<file path="src/hdl/mcs_defines.svh">
/*
 * Offsets, field positions, reset values and unmapped read data of the
 * modem control and status block.
 * Assumes inclusion by bare name from files under hdl/.
 */
// Behaviour
// Serial output stays at mark when disabled, reset, idle or looping.
// Clear-to-send input never affects the serial output.
// Status bit 4 shows the inverted clear-to-send pin.
// Clear-to-send change since last status read sets status bit 0.
// Loop mode works regardless of the clear-to-send pin.
// Software stops sending while clear-to-send is inactive.
// Status bit 5 shows the inverted data-set-ready pin.
// Data-set-ready change since last status read sets status bit 1.
// Control bit 0 set drives terminal-ready low; clear or reset raises it.
// Control bit 1 set drives request-to-send low; reset raises it.
// Rate clock output runs at oscillator divided by 16-bit divisor.
// Control bit 2 set drives user output one low; reset raises it.
// Loop mode holds user output one high.
// Control bit 3 set drives user output two low; reset raises it.
// Loop mode holds user output two high.
// Master reset clears control register, outputs and suspends serial.
// Reading status clears both change flags; the code clears only flags set in the captured read data.
`ifndef MCS_DEFINES_SVH
`define MCS_DEFINES_SVH

`define MCS_ADDR_W 4
`define MCS_OFS_CTRL 4'h0
`define MCS_OFS_STAT 4'h4
`define MCS_OFS_DIVLO 4'h8
`define MCS_OFS_DIVHI 4'hC

`define MCS_CTRL_DTR 0
`define MCS_CTRL_RTS 1
`define MCS_CTRL_USR1 2
`define MCS_CTRL_USR2 3
`define MCS_CTRL_LOOP 4
`define MCS_CTRL_TXEN 5
`define MCS_CTRL_RESET 8'h00

`define MCS_STAT_CTS_CHG 0
`define MCS_STAT_DSR_CHG 1
`define MCS_STAT_CTS 4
`define MCS_STAT_DSR 5

`define MCS_DIV_RESET 16'h0001
`define MCS_UNMAPPED_DATA 32'h00000000

`endif

</file>
<file path="src/hdl/mcs_pkg.sv">
/*
 * Types shared by the modem control and status block.
 * Assumes the defines header is available for inclusion.
 */
package mcs_pkg;
    typedef enum logic [2:0] {
        MCS_IDLE = 3'b001,
        MCS_ACK = 3'b010,
        MCS_HOLD = 3'b100
    } mcs_bus_t;
endpackage

</file>
<file path="src/hdl/mcs_rate_if.sv">
/*
 * Interface carrying the divisor and rate pulse between top and divider.
 * Assumes both ends run on the same clock.
 */
`timescale 1ns/1ps
interface mcs_rate_if;
    logic [15:0] divisor;
    logic enable;
    logic tick;
    modport ctrl (output divisor, output enable, input tick);
    modport gen (input divisor, input enable, output tick);
endinterface

</file>
<file path="src/hdl/mcs_modem_ctrl.sv">
/*
 * Modem control and status registers with Avalon-MM slave, modem pins,
 * serial output idle control and the 16x rate clock output.
 * Assumes modem pins are asynchronous and the transmitter sits elsewhere.
 */
// Our own choices: the address map and register access over Avalon-MM.
`timescale 1ns/1ps
`include "mcs_defines.svh"
module mcs_modem_ctrl
    import mcs_pkg::*;
(
    input wire logic clk,
    input wire logic srst,
    input wire logic masterResetIn,
    input wire logic [`MCS_ADDR_W-1:0] address,
    input wire logic read,
    input wire logic write,
    input wire logic [31:0] writedata,
    output logic [31:0] readdata,
    output logic waitrequest,
    input wire logic clearSendN,
    input wire logic setReadyN,
    input wire logic txShiftEmpty,
    input wire logic txSerialData,
    output logic serialOutPin,
    output logic termReadyN,
    output logic reqSendN,
    output logic userOutputOneN,
    output logic userOutputTwoN,
    output logic rateClockOut,
    output logic loopModeOut
);
    typedef struct packed {
        mcs_bus_t bus;
        logic [31:0] rdata;
        logic [7:0] ctrl;
        logic [7:0] divLo;
        logic [7:0] divHi;
        logic [1:0] ctsSync;
        logic [1:0] dsrSync;
        logic [1:0] mresSync;
        logic ctsPrev;
        logic dsrPrev;
        logic ctsChgFlag;
        logic dsrChgFlag;
        logic serOut;
        logic dtrN;
        logic rtsN;
        logic usr1N;
        logic usr2N;
        logic rclk;
        logic waitReq;
    } mcs_state_t;

    mcs_state_t st_ff;
    mcs_state_t nxt_st;
    mcs_rate_if rateBus ();

    logic ctsNow;
    logic dsrNow;
    logic mresNow;
    logic statRead;

    assign ctsNow = st_ff.ctsSync[1];
    assign dsrNow = st_ff.dsrSync[1];
    assign mresNow = st_ff.mresSync[1];
    assign statRead = (st_ff.bus == MCS_ACK) && read
        && (address == `MCS_OFS_STAT);

    // One divider tick is one rate clock cycle, so the output is a pulse
    // one clk wide; a divisor of one therefore holds it high.
    assign rateBus.divisor = {st_ff.divHi, st_ff.divLo};
    assign rateBus.enable = !mresNow;

    mcs_rate_div uDiv (
        .clk(clk),
        .srst(srst),
        .rate(rateBus)
    );

    function automatic logic [31:0] mcs_read_mux(
        input logic [`MCS_ADDR_W-1:0] a,
        input mcs_state_t s
    );
        logic [31:0] d;
        d = `MCS_UNMAPPED_DATA;
        case (a)
            `MCS_OFS_CTRL: d = {24'h000000, s.ctrl};
            `MCS_OFS_STAT: begin
                d[`MCS_STAT_CTS_CHG] = s.ctsChgFlag;
                d[`MCS_STAT_DSR_CHG] = s.dsrChgFlag;
                d[`MCS_STAT_CTS] = !s.ctsSync[1];
                d[`MCS_STAT_DSR] = !s.dsrSync[1];
            end
            `MCS_OFS_DIVLO: d = {24'h000000, s.divLo};
            `MCS_OFS_DIVHI: d = {24'h000000, s.divHi};
            default: d = `MCS_UNMAPPED_DATA;
        endcase
        return d;
    endfunction

    always_comb begin
        nxt_st = st_ff;
        nxt_st.ctsSync = {st_ff.ctsSync[0], clearSendN};
        nxt_st.dsrSync = {st_ff.dsrSync[0], setReadyN};
        nxt_st.mresSync = {st_ff.mresSync[0], masterResetIn};
        nxt_st.ctsPrev = ctsNow;
        nxt_st.dsrPrev = dsrNow;

        // Bus handshake: request seen in IDLE, answered in ACK, then HOLD.
        case (st_ff.bus)
            MCS_IDLE: begin
                if (read || write) begin
                    nxt_st.bus = MCS_ACK;
                    nxt_st.rdata = mcs_read_mux(address, st_ff);
                end
            end
            MCS_ACK: begin
                nxt_st.bus = MCS_HOLD;
                if (write) begin
                    case (address)
                        `MCS_OFS_CTRL: nxt_st.ctrl = writedata[7:0];
                        `MCS_OFS_DIVLO: nxt_st.divLo = writedata[7:0];
                        `MCS_OFS_DIVHI: nxt_st.divHi = writedata[7:0];
                        default: nxt_st.ctrl = st_ff.ctrl;
                    endcase
                end
            end
            MCS_HOLD: nxt_st.bus = MCS_IDLE;
            default: nxt_st.bus = MCS_IDLE;
        endcase
        // Waitrequest is registered and low only in the ACK cycle.
        nxt_st.waitReq = (nxt_st.bus != MCS_ACK);

        // A read clears only the flags it reported; a change that arrives
        // after the capture, or in the clearing cycle itself, still sets.
        if (statRead) begin
            nxt_st.ctsChgFlag = st_ff.ctsChgFlag
                && !st_ff.rdata[`MCS_STAT_CTS_CHG];
            nxt_st.dsrChgFlag = st_ff.dsrChgFlag
                && !st_ff.rdata[`MCS_STAT_DSR_CHG];
        end
        if (ctsNow != st_ff.ctsPrev) begin
            nxt_st.ctsChgFlag = 1'b1;
        end
        if (dsrNow != st_ff.dsrPrev) begin
            nxt_st.dsrChgFlag = 1'b1;
        end

        if (mresNow) begin
            nxt_st.ctrl = `MCS_CTRL_RESET;
        end

        // Clear-to-send is deliberately absent from every term below.
        nxt_st.dtrN = !nxt_st.ctrl[`MCS_CTRL_DTR];
        nxt_st.rtsN = !nxt_st.ctrl[`MCS_CTRL_RTS];
        nxt_st.usr1N = !(nxt_st.ctrl[`MCS_CTRL_USR1]
            && !nxt_st.ctrl[`MCS_CTRL_LOOP]);
        nxt_st.usr2N = !(nxt_st.ctrl[`MCS_CTRL_USR2]
            && !nxt_st.ctrl[`MCS_CTRL_LOOP]);
        if (mresNow || !nxt_st.ctrl[`MCS_CTRL_TXEN] || txShiftEmpty
            || nxt_st.ctrl[`MCS_CTRL_LOOP]) begin
            nxt_st.serOut = 1'b1;
        end else begin
            nxt_st.serOut = txSerialData;
        end

        if (mresNow) begin
            nxt_st.rclk = 1'b0;
        end else begin
            nxt_st.rclk = rateBus.tick;
        end
    end

    always_ff @(posedge clk) begin
        if (srst) begin
            st_ff.bus <= MCS_IDLE;
            st_ff.rdata <= 32'h00000000;
            st_ff.ctrl <= `MCS_CTRL_RESET;
            st_ff.divLo <= 8'(`MCS_DIV_RESET);
            st_ff.divHi <= 8'(`MCS_DIV_RESET >> 8);
            st_ff.ctsSync <= 2'h3;
            st_ff.dsrSync <= 2'h3;
            st_ff.mresSync <= 2'h0;
            st_ff.ctsPrev <= 1'b1;
            st_ff.dsrPrev <= 1'b1;
            st_ff.ctsChgFlag <= 1'b0;
            st_ff.dsrChgFlag <= 1'b0;
            st_ff.serOut <= 1'b1;
            st_ff.dtrN <= 1'b1;
            st_ff.rtsN <= 1'b1;
            st_ff.usr1N <= 1'b1;
            st_ff.usr2N <= 1'b1;
            st_ff.rclk <= 1'b0;
            st_ff.waitReq <= 1'b1;
        end else begin
            st_ff <= nxt_st;
        end
    end

    assign readdata = st_ff.rdata;
    assign waitrequest = st_ff.waitReq;
    assign serialOutPin = st_ff.serOut;
    assign termReadyN = st_ff.dtrN;
    assign reqSendN = st_ff.rtsN;
    assign userOutputOneN = st_ff.usr1N;
    assign userOutputTwoN = st_ff.usr2N;
    assign rateClockOut = st_ff.rclk;
    assign loopModeOut = st_ff.ctrl[`MCS_CTRL_LOOP];
endmodule

</file>
<file path="src/hdl/mcs_rate_div.sv">
/*
 * Divider producing a one-cycle tick every divisor cycles.
 * Assumes a divisor of zero is treated as one.
 */
`timescale 1ns/1ps
module mcs_rate_div
    import mcs_pkg::*;
(
    input wire logic clk,
    input wire logic srst,
    mcs_rate_if.gen rate
);
    typedef struct packed {
        logic [15:0] cnt;
        logic tick;
    } mcs_div_t;

    mcs_div_t st_ff;
    mcs_div_t nxt_st;

    always_comb begin
        nxt_st = st_ff;
        nxt_st.tick = 1'b0;
        if (!rate.enable) begin
            nxt_st.cnt = 16'h0000;
        end else if (st_ff.cnt + 16'h0001 >= rate.divisor) begin
            nxt_st.cnt = 16'h0000;
            nxt_st.tick = 1'b1;
        end else begin
            nxt_st.cnt = st_ff.cnt + 16'h0001;
        end
    end

    always_ff @(posedge clk) begin
        if (srst) begin
            st_ff <= '0;
        end else begin
            st_ff <= nxt_st;
        end
    end

    assign rate.tick = st_ff.tick;
endmodule

</file>
<file path="config.mk">
export PLATFORM = sky130hd
export DESIGN_NAME = mcs_modem_ctrl
export DESIGN_NICKNAME = d
export VERILOG_FILES = /design/src/hdl/mcs_pkg.sv /design/src/hdl/mcs_rate_if.sv /design/src/hdl/mcs_modem_ctrl.sv /design/src/hdl/mcs_rate_div.sv
export VERILOG_INCLUDE_DIRS = /design/src /design/src/hdl
export SDC_FILE = /design/constraint.sdc
export NUM_CORES = 1
export LEC_CHECK = 0
export CAP_MARGIN = 30
export CORE_MARGIN = 5
export CORE_UTILIZATION = 60
export CTS_CLUSTER_DIAMETER = 120
export DETAILED_ROUTE_END_ITERATION = 7
export DONT_BUFFER_PORTS = 1
export PLACE_DENSITY = 0.81
export SETUP_SLACK_MARGIN = 0.15
export SLEW_MARGIN = 20
export SYNTH_ARGS = -nofsm -noshare
export SYNTH_HDL_FRONTEND = slang
export SYNTH_SLANG_ARGS = --single-unit
</file>
<file path="constraint.sdc">
create_clock -name clk -period 4.2 [get_ports clk]
set_clock_uncertainty 0.15 [all_clocks]
set_input_delay 0.42 -clock clk [delete_from_list [all_inputs] [get_ports clk]]
set_output_delay 0.42 -clock clk [all_outputs]
set_load 0.03 [all_outputs]
</file>
==> results.tsv <==
metric	value	unit
outcome	completed	
htreeDepth	3	
place.gp.congestion	0.758	
cts.clk_slew.worst_paths	70	ps
fin_nets	407	
cts_root_buffer	clkbuf_8	
ant_nets	0	
layout_setup_ws	898	ps
grtUsageTotal	19.6	%
crit_type	flip-flop to flip-flop	
die_width	83.9	um
synth.top_cell.area_share	42.1	%
clockBufferDepth	2	
die_area	7040	um2
max_freq	303	MHz
synthTopCellsByArea	dfxtp_1 42%, buf_4 7.3%, mux2i_1 7.0%, ha_1 6.5%, nor2_1 5.2%	
antenna_found_initial	0	
drt_pass1_iterations	4	
num_io_pins	85	
netlist-cell-type-count	44	
synth_edf_count	0	
pre_cts_slack	1000	ps
slew_headroom	54.4	%
critPathMaxStageDelay	570	ps
finalMaxSlewViolations	0	
crit_required	4250	ps
yosysWarnings	0	
synth_top_area_cell	dfxtp_1	
ir_drop	0.203	mV
cp.arrival	3350	ps
diodes	0	
syn_avg_cell_area	9.42	um2
grt_pass1_vias	2219	
endpoint_kind	flip-flop	
grt_pass1_wl	10800	um
timing.final.crit_share	78.6	%
synth_common_cells	69 x dfxtp_1, 45 x nor2_1, 32 x buf_4, 26 x inv_1, 23 x mux2i_1	
wl	6860	um
critPathBufInv	1	
clock_latency	340	ps
clock-sinks	69	
ys_ff_latch	69	
hold_violations	0	
syn_area	3280	um2
overflow	0	
synth.most_common_cell	dfxtp_1	
crit_top_cell	ha_1	
routed_via_density	5.39	
period_needed	3300	ps
crit_path_top_delay_cell	o211ai_2	
die_y	83.9	um
core_area	5410	um2
dpl.hpwl	4820	um
setup_tns	0	ps
worst_pin_slew	682	ps
syn2layout_area_growth	2.98	%
holdCritPathClass	input port to flip-flop	
crit_chain	ha_1 -> nand3_1 -> nor3_1 -> nand2_1 -> xnor2_1 -> ha_1 -> nand4_1 -> nor2_1 -> inv_1 -> o211ai_2 -> nor2b_1	
port_buffers	0	
startpoint_type	flip-flop	
drive_above_1_share	10.6	%
synth_ff_type	dfxtp_1	
worstPathMaxFanout	16	
dr_total_vias	2269	
setup_viol	0	
netlist_instances	348	
wl_per_cell	16.3	um
p_per_area	361	nW/um2
cts_tree	done	
cp_top_family	simple AND/OR/NAND/NOR gates	
ys_async_sr_fraction	0	%
cap_violations	0	
rsz0062_at_grt	false	
cts_buffers	9	
drcViolationCount	0	
grt_max_degree	29	
yosysSeqAreaShare	42.1	%
leakage	1.47	nW
initial_core_util	60.6	%
drtIter0Drc	127	
placementRows	27	
[cell type report]
| type | count | area (um2) |
|---|---|---|
| Clock inverter | 4 | 25.0 |
| Timing Repair Buffer | 5 | 43.8 |
| Multi-Input combinational cell | 234 | 1600 |
| Inverter | 26 | 97.6 |
| Sequential cell | 69 | 1380 |
| Fill cell | 444 | 2030 |
| Clock buffer | 11 | 141 |
| Tap cell | 72 | 90.1 |
[sequential cells by signal (all words and copies together) (netlist names), 3 cells and up]
register	cells
readdata	8
rateBus.divisor	16
uDiv.st_ff	16
nxt_st	3
st_ff	14
[kinds of logic after synthesis]
family,Yosys count,share of synthesized area (%)
buf+inv,68,11.8
other cells,1,0.114
compound gates,36,7.56
simple gates,114,17.9
mux,27,9.77
xor+xnor,16,4.27
flops,69,42.1
fa+ha+maj,17,6.49
[metrics by stage]
stage | hold WS, ps | total power, mW | std cells | utilization (%) | instance area (um2)
floorplan | 239 | 0.770 | 371 | - | 3360
global placement | 246 | 0.750 | 401 | 58.6 | 3170
detailed placement | 246 | 0.753 | 401 | 58.6 | 3170
CTS | 6.48 | 1.21 | 418 | 62.0 | 3350
global route | 11.2 | 1.26 | 421 | 62.5 | 3380
finish | 13.2 | 1.22 | 421 | 62.5 | 3380
[routing by layer]
| layer | track usage, % | wire [um] |
|---|---|---|
| met1 | 22.8 | 2880 |
| met2 | 32.8 | 3380 |
| met3 | 5.23 | 441 |
| met4 | 10.1 | 165 |
| met5 | 0 | 0 |
[cells in the final DEF, fill, tap and decap left out, types with 2 or more instances in the layout]
cell / instances
a22o_1: 4
nor2b_1: 16
conb_1: 24
mux4_2: 4
dfxtp_1: 69
nand2_1: 15
nand2b_1: 2
inv_1: 26
mux2i_1: 23
clkbuf_8: 10
clkinvlp_4: 2
nand4_1: 3
o21ai_0: 7
nand3_1: 5
xor2_1: 7
nor3_1: 4
clkinv_2: 2
xnor2_1: 9
a21oi_1: 8
dlygate4sd3_1: 2
nor2_1: 45
ha_1: 17
a22oi_1: 8
or2_2: 11
and4_1: 2
and3_1: 3
[path summary, 6_finish.rpt]
path | from | to | slack [ps] | cells after the start
setup reg to reg | uDiv.st_ff[1] | uDiv.st_ff[16] | 900 | 11
hold reg to reg | nxt_st[16] | ctsNow | 260 | 1
hold / removal | srst | st_ff[74] | 10 | 1
setup / recovery | uDiv.st_ff[1] | uDiv.st_ff[16] | 900 | 11
[where the power goes]
part / total [mW] / switching [mW] / internal [mW]
sequential: 0.675 / 0.00981 / 0.665
combinational: 0.0742 / 0.0547 / 0.0195
clock: 0.468 / 0.243 / 0.225
total: 1.22 / 0.308 / 0.909
[timing repair]
| action | 4_1_cts | 5_1_grt |
|---|---|---|
| setup endpoints to repair | 0 | 0 |
| hold buffers | 2 | 0 |
| hold endpoints to repair | 28 | 0 |
| setup buffers | 0 | 0 |
| resized for setup | 0 | 0 |
(Power assumes the default switching activity.)
